===== config.mk =====
export PLATFORM = sky130hd
export DESIGN_NAME = psc_top
export DESIGN_NICKNAME = d
export VERILOG_FILES = /design/src/verilog/psc_pkg.sv /design/src/verilog/psc_pipe.sv /design/src/verilog/psc_sync3.sv /design/src/verilog/psc_top.sv
export VERILOG_INCLUDE_DIRS = /design/src /design/src/verilog
export SDC_FILE = /design/constraint.sdc
export NUM_CORES = 1
export LEC_CHECK = 0
export ABC_AREA = 1
export CAP_MARGIN = 20
export CORE_ASPECT_RATIO = 0.7
export CORE_UTILIZATION = 63
export DETAILED_ROUTE_END_ITERATION = 16
export DONT_BUFFER_PORTS = 1
export PLACE_DENSITY = 0.79
export SETUP_SLACK_MARGIN = 0.3
export SLEW_MARGIN = 0
export SYNTH_ARGS = -nofsm -noshare
export SYNTH_HDL_FRONTEND = slang
export SYNTH_SLANG_ARGS = --single-unit

===== constraint.sdc =====
create_clock -name pclk -period 1.8 [get_ports pclk]
set_input_delay 0 -clock pclk [delete_from_list [all_inputs] [get_ports pclk]]
set_output_delay 0 -clock pclk [all_outputs]
set_load 0.05 [all_outputs]

===== src/verilog/psc_map.svh =====
// Register offsets, field positions, reset values and counts for the sample output block.
`ifndef PSC_MAP_SVH
`define PSC_MAP_SVH

// ---------------------------------------------------------------------------
// Data path sizes
// ---------------------------------------------------------------------------
`define PSC_WORD_W 12
`define PSC_ANALOG_W 14
`define PSC_LATENCY 7

// ---------------------------------------------------------------------------
// Register byte offsets
// ---------------------------------------------------------------------------
`define PSC_OFF_CTRL 12'h000
`define PSC_OFF_STATUS 12'h004
`define PSC_OFF_INT_STAT 12'h008
`define PSC_OFF_INT_MASK 12'h00C
`define PSC_OFF_LAST_WORD 12'h010

// ---------------------------------------------------------------------------
// Field positions and reset values
// ---------------------------------------------------------------------------
`define PSC_CTRL_SLEEP_BIT 0
`define PSC_CTRL_PDOWN_BIT 1
`define PSC_INT_OVR_BIT 0
`define PSC_INT_PWR_BIT 1
`define PSC_INT_FILL_BIT 2
`define PSC_CTRL_RST 2'h0
`define PSC_INT_RST 3'h0

// ---------------------------------------------------------------------------
// Pin level codes
// ---------------------------------------------------------------------------
`define PSC_PSS_ON 2'h0
`define PSC_PSS_SLEEP 2'h1
`define PSC_CFS_GND 2'h0
`define PSC_CFS_THIRD 2'h1
`define PSC_CFS_TWO_THIRD 2'h2
`define PSC_CFS_SUPPLY 2'h3

`endif


===== src/verilog/psc_pkg.sv =====
// Types shared by the sample output block.
package psc_pkg;

   // Power state of the converter.
   typedef enum logic [1:0] {
      PSC_PWR_ON,
      PSC_PWR_SLEEP,
      PSC_PWR_DOWN
   } psc_pwr_e;

   // Width of an APB address.
   typedef logic [11:0] psc_addr_t;

endpackage


===== src/verilog/psc_pipe.sv =====
// Conversion pipeline: a shift chain of words with a freshness bit per stage.
`timescale 1ns/1ps

module psc_pipe #(
   parameter int W = 13,
   parameter int DEPTH = 7
) (
   // Clock and reset.
   input wire logic clk,
   input wire logic rst_n,
   // Control.
   input wire logic shift,
   input wire logic flush,
   // Data.
   input wire logic [W-1:0] din,
   output logic [W-1:0] head,
   output logic [W-1:0] tail,
   output logic tail_valid
);

   logic [W-1:0] data_q [DEPTH];
   logic [DEPTH-1:0] valid_q;

   // Words advance one stage per shift; flushing only marks them stale,
   // because the held charge is lost but the storage itself remains.
   always_ff @(posedge clk or negedge rst_n) begin
      if (!rst_n) begin
         for (int i = 0; i < DEPTH; i++) begin
            data_q[i] <= '0;
         end
      end else if (shift) begin
         data_q[0] <= din;
         for (int i = 1; i < DEPTH; i++) begin
            data_q[i] <= data_q[i-1];
         end
      end
   end

   // Freshness bits are cleared by a flush and refill one per shift.
   always_ff @(posedge clk or negedge rst_n) begin
      if (!rst_n) begin
         valid_q <= '0;
      end else if (flush) begin
         valid_q <= '0;
      end else if (shift) begin
         valid_q <= {valid_q[DEPTH-2:0], 1'b1};
      end
   end

   assign head = data_q[0];
   assign tail = data_q[DEPTH-1];
   assign tail_valid = valid_q[DEPTH-1];

endmodule // psc_pipe


===== src/verilog/psc_sync3.sv =====
// Three-stage input synchroniser that passes a change once stages two and three agree.
`timescale 1ns/1ps

module psc_sync3 #(
   parameter int W = 1
) (
   // Clock and reset.
   input wire logic clk,
   input wire logic rst_n,
   // Asynchronous input and synchronised output.
   input wire logic [W-1:0] din,
   output logic [W-1:0] dout
);

   logic [W-1:0] s1_q;
   logic [W-1:0] s2_q;
   logic [W-1:0] s3_q;

   // The first stage feeds only the second; nothing else looks at it.
   always_ff @(posedge clk or negedge rst_n) begin
      if (!rst_n) begin
         s1_q <= '0;
         s2_q <= '0;
         s3_q <= '0;
      end else begin
         s1_q <= din;
         s2_q <= s1_q;
         s3_q <= s2_q;
      end
   end

   // A new value is accepted only when it has stood for two samples.
   always_ff @(posedge clk or negedge rst_n) begin
      if (!rst_n) begin
         dout <= '0;
      end else if (s2_q == s3_q) begin
         dout <= s3_q;
      end
   end

endmodule // psc_sync3


===== src/verilog/psc_top.sv =====
// Pipelined sample converter output logic with an APB control and status port.
// Functional notes
// Each falling edge of the conversion clock holds the tracked input as one sample.
// A sample appears on the outputs seven conversion clock cycles after it is held.
// The sample word changes on the falling edge of the sample strobe.
// The capture logic latches the word on the rising edge of the sample strobe.
// The sample strobe follows the conversion clock, one period per clock period.
// Each sample leaves as a twelve-bit parallel word.
// The conversion clock supplier keeps the rate between 5 and 170 MSPS.
// The clock-and-format select pin picks clock mode and output coding.
// Supply: diff/two's; two-thirds: diff/binary; one-third: single/two's; ground: single/binary.
// Offset binary runs from all zeros to all ones; two's complement inverts its top bit.
// A high power state pin powers everything down except the reference.
// A mid-level power state pin selects sleep.
// The controlling party holds the power state pin low for normal conversion.
// In sleep or power-down the outputs are undefined and the pipeline contents are lost.
// The range-exceeded flag is high for an out-of-range sample, aligned with its word.
// While the conversion clock is high the input is tracked for the next sample.
// After wake-up the capture logic drops words until the pipeline holds fresh samples.
//
// The register offsets and the APB register port were decided locally.
`timescale 1ns/1ps
`include "psc_map.svh"

module psc_top (
   // Clock and reset.
   input wire logic pclk,
   input wire logic presetn,
   // APB slave.
   input wire psc_pkg::psc_addr_t paddr,
   input wire logic psel,
   input wire logic penable,
   input wire logic pwrite,
   input wire logic [31:0] pwdata,
   input wire logic [3:0] pstrb,
   output logic [31:0] prdata,
   output logic pready,
   output logic pslverr,
   // Converter pins in.
   input wire logic conv_clk,
   input wire logic signed [`PSC_ANALOG_W-1:0] analog_level,
   input wire logic [1:0] clock_and_format_select,
   input wire logic [1:0] power_state_select,
   // Converter pins out.
   output logic [`PSC_WORD_W-1:0] sample_word_bits,
   output logic range_exceeded_flag,
   output logic sample_strobe,
   output logic diff_clock_mode,
   output logic word_valid,
   // Interrupt.
   output logic irq
);
   import psc_pkg::*;

   localparam int WW = `PSC_WORD_W;
   localparam int AW = `PSC_ANALOG_W;
   localparam logic signed [AW-1:0] FS_POS = AW'(2047);
   localparam logic signed [AW-1:0] FS_NEG = -AW'(2048);

   // ------------------------------------------------------------------
   // Input synchronisers
   // ------------------------------------------------------------------
   logic conv_s;
   logic signed [AW-1:0] analog_s;
   logic [1:0] cfs_s;
   logic [1:0] pss_s;
   logic [AW+3:0] pins_s;

   // The conversion clock gets its own chain so its edges are not held up
   // waiting for the wide input bus to settle.
   psc_sync3 #(.W(1)) u_sync_clk (
      .clk(pclk),
      .rst_n(presetn),
      .din(conv_clk),
      .dout(conv_s)
   );

   psc_sync3 #(.W(AW + 4)) u_sync_pins (
      .clk(pclk),
      .rst_n(presetn),
      .din({analog_level, clock_and_format_select, power_state_select}),
      .dout(pins_s)
   );

   assign analog_s = pins_s[AW+3:4];
   assign cfs_s = pins_s[3:2];
   assign pss_s = pins_s[1:0];

   // ------------------------------------------------------------------
   // Conversion clock edges
   // ------------------------------------------------------------------
   logic conv_prev_q;
   logic conv_fall;
   logic conv_rise;

   // Edge detection on the synchronised level.
   always_ff @(posedge pclk or negedge presetn) begin
      if (!presetn) begin
         conv_prev_q <= 1'b0;
      end else begin
         conv_prev_q <= conv_s;
      end
   end

   assign conv_fall = conv_prev_q & ~conv_s;
   assign conv_rise = ~conv_prev_q & conv_s;

   // ------------------------------------------------------------------
   // Registers and power state
   // ------------------------------------------------------------------
   logic [1:0] ctrl_q;
   logic [2:0] int_stat_q;
   logic [2:0] int_mask_q;
   logic [2:0] int_evt;
   psc_pwr_e pwr_q;
   psc_pwr_e pwr_d;
   logic run;
   logic wr_en;
   logic addr_ok;

   // Power-down wins over sleep; software requests add to the pin.
   always_comb begin
      pwr_d = PSC_PWR_ON;
      unique case (pss_s)
         `PSC_PSS_ON: pwr_d = PSC_PWR_ON;
         `PSC_PSS_SLEEP: pwr_d = PSC_PWR_SLEEP;
         default: pwr_d = PSC_PWR_DOWN;
      endcase
      if (ctrl_q[`PSC_CTRL_PDOWN_BIT]) begin
         pwr_d = PSC_PWR_DOWN;
      end else if (ctrl_q[`PSC_CTRL_SLEEP_BIT] && pwr_d == PSC_PWR_ON) begin
         pwr_d = PSC_PWR_SLEEP;
      end
   end

   // power state select
   always_ff @(posedge pclk or negedge presetn) begin
      if (!presetn) begin
         pwr_q <= PSC_PWR_ON;
      end else begin
         pwr_q <= pwr_d;
      end
   end

   assign run = (pwr_q == PSC_PWR_ON);

   // ------------------------------------------------------------------
   // Clock mode and output coding
   // ------------------------------------------------------------------
   logic twos_q;

   // select pin decode
   always_ff @(posedge pclk or negedge presetn) begin
      if (!presetn) begin
         diff_clock_mode <= 1'b0;
         twos_q <= 1'b0;
      end else begin
         diff_clock_mode <= (cfs_s == `PSC_CFS_SUPPLY) || (cfs_s == `PSC_CFS_TWO_THIRD);
         twos_q <= (cfs_s == `PSC_CFS_SUPPLY) || (cfs_s == `PSC_CFS_THIRD);
      end
   end

   // ------------------------------------------------------------------
   // Track and hold, quantise
   // ------------------------------------------------------------------
   logic signed [AW-1:0] track_q;
   logic signed [AW-1:0] clipped;
   logic over;
   logic [WW-1:0] ob_code;
   logic [WW:0] head;
   logic [WW:0] tail;
   logic tail_valid;

   // track while clock high
   always_ff @(posedge pclk or negedge presetn) begin
      if (!presetn) begin
         track_q <= '0;
      end else if (conv_s) begin
         track_q <= analog_s;
      end
   end

   // range detect and clip
   always_comb begin
      over = 1'b0;
      clipped = track_q;
      if (track_q > FS_POS) begin
         over = 1'b1;
         clipped = FS_POS;
      end else if (track_q < FS_NEG) begin
         over = 1'b1;
         clipped = FS_NEG;
      end
   end

   // offset binary from the signed level
   assign ob_code = {~clipped[WW-1], clipped[WW-2:0]};

   // hold on falling edge into seven-stage pipe
   psc_pipe #(.W(WW + 1), .DEPTH(`PSC_LATENCY)) u_pipe (
      .clk(pclk),
      .rst_n(presetn),
      .shift(conv_fall & run),
      .flush(~run),
      .din({over, ob_code}),
      .head(head),
      .tail(tail),
      .tail_valid(tail_valid)
   );

   // ------------------------------------------------------------------
   // Output stage
   // ------------------------------------------------------------------

   // word updates with the strobe's fall
   always_ff @(posedge pclk or negedge presetn) begin
      if (!presetn) begin
         sample_word_bits <= '0;
         range_exceeded_flag <= 1'b0;
         word_valid <= 1'b0;
      end else if (!run) begin
         sample_word_bits <= '0;
         range_exceeded_flag <= 1'b0;
         word_valid <= 1'b0;
      end else if (conv_fall) begin
         sample_word_bits <= {tail[WW-1] ^ twos_q, tail[WW-2:0]};
         range_exceeded_flag <= tail[WW];
         word_valid <= tail_valid;
      end
   end

   // strobe follows the clock; held low when not running.
   always_ff @(posedge pclk or negedge presetn) begin
      if (!presetn) begin
         sample_strobe <= 1'b0;
      end else begin
         sample_strobe <= run & conv_s;
      end
   end

   // ------------------------------------------------------------------
   // Interrupts
   // ------------------------------------------------------------------
   assign int_evt[`PSC_INT_OVR_BIT] = conv_fall & run & tail[WW] & tail_valid;
   assign int_evt[`PSC_INT_PWR_BIT] = (pwr_d != pwr_q);
   assign int_evt[`PSC_INT_FILL_BIT] = conv_fall & run & tail_valid & ~word_valid;

   // Write-one-to-clear, but a new event in the same cycle stays set.
   always_ff @(posedge pclk or negedge presetn) begin
      if (!presetn) begin
         int_stat_q <= `PSC_INT_RST;
      end else begin
         int_stat_q <= (int_stat_q & ~((wr_en && paddr == `PSC_OFF_INT_STAT && pstrb[0])
                        ? pwdata[2:0] : 3'h0)) | int_evt;
      end
   end

   // Registered so the line never glitches between status updates.
   always_ff @(posedge pclk or negedge presetn) begin
      if (!presetn) begin
         irq <= 1'b0;
      end else begin
         irq <= |(int_stat_q & int_mask_q);
      end
   end

   // ------------------------------------------------------------------
   // APB slave
   // ------------------------------------------------------------------
   assign pready = 1'b1;
   assign wr_en = psel & penable & pwrite;
   assign addr_ok = (paddr == `PSC_OFF_CTRL) || (paddr == `PSC_OFF_STATUS)
                    || (paddr == `PSC_OFF_INT_STAT) || (paddr == `PSC_OFF_INT_MASK)
                    || (paddr == `PSC_OFF_LAST_WORD);
   assign pslverr = psel & penable & ~addr_ok;

   // Writable control and mask; all fields sit in byte lane 0.
   always_ff @(posedge pclk or negedge presetn) begin
      if (!presetn) begin
         ctrl_q <= `PSC_CTRL_RST;
         int_mask_q <= `PSC_INT_RST;
      end else if (wr_en && pstrb[0]) begin
         if (paddr == `PSC_OFF_CTRL) begin
            ctrl_q <= pwdata[1:0];
         end
         if (paddr == `PSC_OFF_INT_MASK) begin
            int_mask_q <= pwdata[2:0];
         end
      end
   end

   // Read mux; unmapped addresses return zero with an error.
   always_comb begin
      prdata = 32'h0000_0000;
      if (psel && !pwrite) begin
         unique case (paddr)
            `PSC_OFF_CTRL: prdata = {30'h0, ctrl_q};
            `PSC_OFF_STATUS: prdata = {26'h0, range_exceeded_flag, word_valid, twos_q,
                                       diff_clock_mode, pwr_q};
            `PSC_OFF_INT_STAT: prdata = {29'h0, int_stat_q};
            `PSC_OFF_INT_MASK: prdata = {29'h0, int_mask_q};
            `PSC_OFF_LAST_WORD: prdata = {19'h0, range_exceeded_flag, sample_word_bits};
            default: prdata = 32'h0000_0000;
         endcase
      end
   end

   // ------------------------------------------------------------------
   // Assertions
   // ------------------------------------------------------------------
   a_hold_sample: assert property (@(posedge pclk) disable iff (!presetn)
      conv_fall && run |=> head[WW-1:0] == {~$past(clipped[WW-1]), $past(clipped[WW-2:0])})
      else $error("held sample differs from tracked input");

   a_pipe_latency: assert property (@(posedge pclk) disable iff (!presetn)
      conv_fall && run && tail_valid |=> word_valid && range_exceeded_flag == $past(tail[WW]))
      else $error("pipeline tail not delivered on the clock fall");

   a_word_on_fall: assert property (@(posedge pclk) disable iff (!presetn)
      run && $past(run) && $changed(sample_word_bits) |-> $fell(sample_strobe))
      else $error("sample word changed away from a strobe fall");

   a_strobe_rise: assert property (@(posedge pclk) disable iff (!presetn)
      run && conv_rise |=> sample_strobe ##1 ($stable(sample_strobe) || !conv_s))
      else $error("strobe did not follow the conversion clock");

   a_format_code: assert property (@(posedge pclk) disable iff (!presetn)
      cfs_s == `PSC_CFS_THIRD |=> !diff_clock_mode && twos_q)
      else $error("one-third select level decoded wrongly");

   a_twos_invert: assert property (@(posedge pclk) disable iff (!presetn)
      conv_fall && run |=> sample_word_bits[WW-1] == ($past(tail[WW-1]) ^ $past(twos_q)))
      else $error("output coding top bit wrong");

   a_pdown_quiet: assert property (@(posedge pclk) disable iff (!presetn)
      pwr_q == PSC_PWR_DOWN |=> !sample_strobe && sample_word_bits == '0)
      else $error("outputs active in power-down");

   a_sleep_flush: assert property (@(posedge pclk) disable iff (!presetn)
      pwr_q == PSC_PWR_SLEEP ##1 run |-> !word_valid ##1 !word_valid)
      else $error("stale word marked valid after sleep");

   a_range_flag: assert property (@(posedge pclk) disable iff (!presetn)
      conv_fall && run && (track_q > FS_POS) |=> head[WW])
      else $error("out-of-range sample not flagged");

   a_track_high: assert property (@(posedge pclk) disable iff (!presetn)
      conv_s |=> track_q == $past(analog_s))
      else $error("input not tracked while clock high");

endmodule // psc_top

# Word level (Yosys, flattened, before mapping)
# Index checks and enable logic that the tools add are counted.
# op_classes
add_sub_neg	0
multipliers	0
n_div	0
order_cmp	2
eq_ne	13
shift	0
n_mux	18
bitwise_logic	19
reduce_logical	19
# ops
op	count
$pmux 13 s5	1
$mux 12	4
$eq 12x4->1 const B	2
$eq 18x18->1	1
$gt 14x12->1 const B	1
$lt 14x12->1 const B	1
$mux 7	2
$mux 13	1
$eq 12x3->1 const B	1
$eq 12x5->1 const B	1
$logic_not 12->1	1
$and 1x1->1	10
$and 3x3->3	2
$logic_not 2->1	3
$logic_or 1x1->1	6
$mux 1	6
$logic_and 1x1->1	5
$eq 2x1->1 const B	2
$eq 2x2->1 const B	2
$mux 2	2
$not 1->1	4
$pmux 2 s2	1
$reduce_and 2->1	2
$mux 3	1
other kinds (9)	9
# word_totals
regBits	217
latchBits	0
ram_bits	0
mem_bits_ro	0
input_bits	72
out_inout_bits	51
elab_cells	100
mem_count	0

# Longest topological paths before layout
# logic_depth
depth_word	8
ltp_mapped	10

# By module
# Synthesis repeated with hierarchy kept, for this count alone.
# hier_totals
hier_cells	968
hier_area_um2	9076.2
# by_module_without_submodules
mod	instances	cells_per_inst	area_per_inst_um2
psc_pipe	1	439	4057.6
psc_sync3 at u_sync_pins	1	221	2532.4
psc_top	1	300	2369.8
psc_sync3 at u_sync_clk	1	8	116.4

# Least setup slack after synthesis
# OpenSTA, ideal clock, no wires.
# synth_timing
path_type	register to output
from	reg sample_word_bits[5]
to	out prdata[5]
arrival_ns	1.950
required_ns	1.800
path_slack_ns	-0.150
path_stages_with_launch	3
n_path_buf	0
path_cell_list	dfrtp_1 > inv_1 > o31ai_1
# synth_via
elab_chain_cells	2
# synth_rtl
item	line_no	rtl
start, declared	psc_top.sv:45	output logic [`PSC_WORD_W-1:0] sample_word_bits,
start signal, assigned	psc_top.sv:226	sample_word_bits <= {tail[WW-1] ^ twos_q, tail[WW-2:0]};
$pmux 13 s5	psc_top.sv:296	unique case (paddr)
$mux 13	psc_top.sv:295	if (psel && !pwrite) begin
end, declared	psc_top.sv:36	output logic [31:0] prdata,
# Every way passes these cells.

# Final worst setup path
# layout_timing
from	reg u_sync_pins.s3_q[10]
to	reg u_sync_pins.dout[4]
# layout_via
elab_chain_cells	1
# layout_rtl
item	line_no	rtl
start, declared	psc_sync3.sv:17	logic [W-1:0] s3_q;
start signal, assigned	psc_sync3.sv:28	s3_q <= s2_q;
$eq 18x18->1	psc_sync3.sv:36	end else if (s2_q == s3_q) begin
end signal, assigned	psc_sync3.sv:37	dout <= s3_q;
end, declared	psc_sync3.sv:12	output logic [W-1:0] dout
# Every way passes these cells.
# A chain may end at the register's enable or synchronous reset.

==> run metrics <==
run status complete, but fails checks; failing checks hold timing; Routability Congestion 0.856; Required @ worst endpoint ~2.2 ns; worst-path fanout max 7; Die Y-Extent roughly 99 um; RSZ-0062 raised after global routing true; Final #Nets a little over 1,000; Port Buffer Count 0; DRC violation count after routing 0; initial antenna violation count 0; Storage cell area 5440 um2; reg2reg start u_sync_pins.s3_q[10]$_DFF_PN0_; average wire per cell in the routed design 17.5 um; share of cells above drive strength 1 20.3%; # diodes 0; Worst Setup End Kind flop; relative slew slack a little over a third; Crit-path slowest cell dfrtp_1; worst hold path class in2async; ys async rst share 100%; grt ovf 0; share of synthesized area occupied by flip-flops and latches 64.4%; placed cells 1,045; DP HPWL ~10000 um; CP top delay family simple AND/OR/NAND/NOR gates; Post-Syn Area per Cell roughly 9.5 um2; clock skew 0.00723 ns; Die W between 100 and 150 um; Synth warnings 0; Hold Slack -0.790 ns; Yosys cell types 30; boundary pin count 123; htree depth 1; DRT Pass-1 Iters 5; largest net degree at the start of global routing 218; Slew @ Worst Pin around 0.97 ns; CTS tree yes; ys flop type dfrtp_1; Num CTS Buffers 20; Total Wirelength 20,000 um; worst skew pair latency around 0.48 ns; final setup vio count 0; via count roughly 6,400; Slew Viols, Final 0; die area approximately 14,000 um2; first-pass GRT wire length about 29,000 um; PD cells just over 1000 nW/um2; clk slew on worst S/H paths ~0.07 ns; CP Launch Type flop; cell count of the worst reg-to-reg path 10; vias per cell around 5.6; flop-to-flop setup slack roughly 0.17 ns; Seq cells post-synth about 220; final core occ between 80% and 90%; Area Growth Syn to Fin 24.8%; Filler cells 625; Design Area, Final roughly 11,000 um2; max cap viols 0; Static Leak around 5.3 nW; EDFF count, synth 0; endpoint of the lowest-slack register-to-register path u_sync_pins.dout[4]$_DFFE_PN0N_; FMAX a little over 600 MHz; CP peak stage delay 0.41 ns; total power between 10 and 15 mW; cts hold-fix bufs 31; Final period util 90.6%; critical path class reg2reg; Post-Syn Area around 8400 um2; Fin. Hold Viols between 200 and 250; setup TNS 0 ns; Critical Path, Cell by Cell inv_1 -> nand2_1 -> nand2_1 -> nor2_2 -> nand2_2 -> nor2_8 -> nand3_4 -> buf_12 -> nand2_4 -> nand2_2; initial core utilization between 60% and 70%; clock sinks between 200 and 250; CP bufs+invs 2; Post-DP Area 8710 um2; number of global-route vias before repair ~6,200; Arrival @ worst endpoint roughly 2.0 ns; post-layout min period approximately 1.6 ns; pre-CTS WS 0.214 ns; antenna-violating nets left 0; CTS max path bufs 3; core area ~13,000 um2; GRT Total Usage between 20% and 30%; Synth Instances around 880; root buffer cell clkbuf_16; initial DRC count about 600; Multi-input gate area between 2000 and 3000 um2; Peak VDD IR 1020 uV; final cell count without fillers between 1,000 and 1,500; row count 34; min setup slack post-route 0.169 ns
-- placed cells by master (no fill, tap or decap), types with 6 or more instances in the layout --
cell | netlist | routed
clkbuf_16 | 0 | 27
o22ai_2 | 0 | 6
buf_6 | 2 | 23
nand4_1 | 19 | 19
dfrtp_1 | 217 | 213
nor2_2 | 2 | 14
nand2_4 | 0 | 13
nand2_2 | 3 | 25
nand3_1 | 22 | 18
o21ai_1 | 75 | 62
nor2_1 | 39 | 26
clkbuf_8 | 0 | 7
inv_1 | 83 | 83
nand2_1 | 313 | 278
dlygate4sd3_1 | 0 | 31
conb_1 | 2 | 20
buf_4 | 26 | 28
nor3_2 | 0 | 7
o21ai_2 | 0 | 14
o21ai_0 | 8 | 6
-- worst max-delay path by stage --
stage / start / to / slack [ns] / depth (start not counted)
after CTS: pwr_q[0]$_DFF_PN0_ / u_pipe.data_q[16]$_DFFE_PN0P_ / 0.23 / 6
after floorplan: sample_word_bits[5]$_DFFE_PN0P_ / prdata[5] / 0.25 / 2
after global placement: pwr_q[0]$_DFF_PN0_ / u_pipe.head[0]$_DFFE_PN0P_ / 0.31 / 7
final: u_sync_pins.s3_q[10]$_DFF_PN0_ / u_sync_pins.dout[4]$_DFFE_PN0N_ / 0.17 / 10
after detailed placement: pwr_q[0]$_DFF_PN0_ / u_pipe.head[0]$_DFFE_PN0P_ / 0.21 / 7
after global routing: u_sync_pins.s3_q[5]$_DFF_PN0_ / u_sync_pins.dout[11]$_DFFE_PN0N_ / 0.12 / 10
-- power by group --
part,internal (mW),total (mW),leakage [nW],switching (mW)
Combinational,0.382,1.05,2.06,0.663
Sequential,5.08,5.20,2.85,0.125
Clock,2.71,4.42,0.346,1.71
-- sequential cells by signal (all words and copies together) (netlist names), 3 cells and up --
register          cells
u_sync_pins.dout     18
u_sync_pins.s2_q     18
int_mask_q            3
u_pipe.data_q        65
sample_word_bits     12
u_sync_pins.s3_q     18
track_q              14
u_pipe.valid_q        7
u_pipe.head          13
int_stat_q            3
u_sync_pins.s1_q     18
u_pipe.tail          13
-- routing by layer --
metal / vias up / track usage, % / routed length [um]
met5: - / 0 / 0
met4: 0 / 6.85 / 475
met3: 47 / 4.13 / 1190
met2: 277 / 44.8 / 10300
met1: 3170 / 34.8 / 8040
li1: 2889 / - / -
-- synth_stat cells, types with 3 or more instances --
master | count | area, um2
buf_4 | 26 | 195
inv_1 | 83 | 312
nand2_2 | 3 | 18.8
a22o_1 | 3 | 26.3
o22ai_1 | 8 | 50.1
nor2_4 | 3 | 33.8
inv_2 | 5 | 18.8
nor3_1 | 9 | 45.0
a21oi_1 | 3 | 15.0
buf_2 | 21 | 105
o21ai_0 | 8 | 40.0
nand3_1 | 22 | 110
o21ai_1 | 75 | 375
xnor2_1 | 5 | 43.8
clkbuf_1 | 4 | 15.0
nor2_1 | 39 | 146
nand4_1 | 19 | 119
dfrtp_1 | 217 | 5430
nand2_1 | 313 | 1170
-- worst reg2reg max path: stages, from the launching register on --
cell,delay [ns]
dfrtp_1,0.41
inv_1,0.07
nand2_1,0.06
nand2_1,0.08
nor2_2,0.14
nand2_2,0.11
nor2_8,0.15
nand3_4,0.16
buf_12,0.21
nand2_4,0.07
nand2_2,0.06
-- area by class of cell --
class	instances	share of cell area, %
well taps	162	1.92
repair buffers	96	10.4
inverters	88	3.18
multi-input cells	542	26.2
flip-flops and latches	217	51.6
clock inverters	3	0.618
clock buffers	32	6.05
-- logic make-up (layout without fill, tap and decap cells) --
| logic type | Yosys count | in the layout | synth area share, % |
|---|---|---|---|
| fa+ha+maj | 1 | 1 | 0.119 |
| xor+xnor | 7 | 7 | 0.727 |
| other cells | 2 | 20 | 0.0890 |
| compound gates | 99 | 99 | 6.20 |
| buf+inv | 143 | 219 | 8.01 |
| flops | 217 | 217 | 64.4 |
| simple gates | 415 | 415 | 20.5 |
-- repair_timing --
item,CTS,global route
buffers inserted,7,13
endpoints found under the setup margin,101,128
pin swaps,15,16
resized for setup,33,98
endpoints found under the hold margin,244,217
cloned,2,7
No activity file was read; power rests on OpenSTA's default activity.
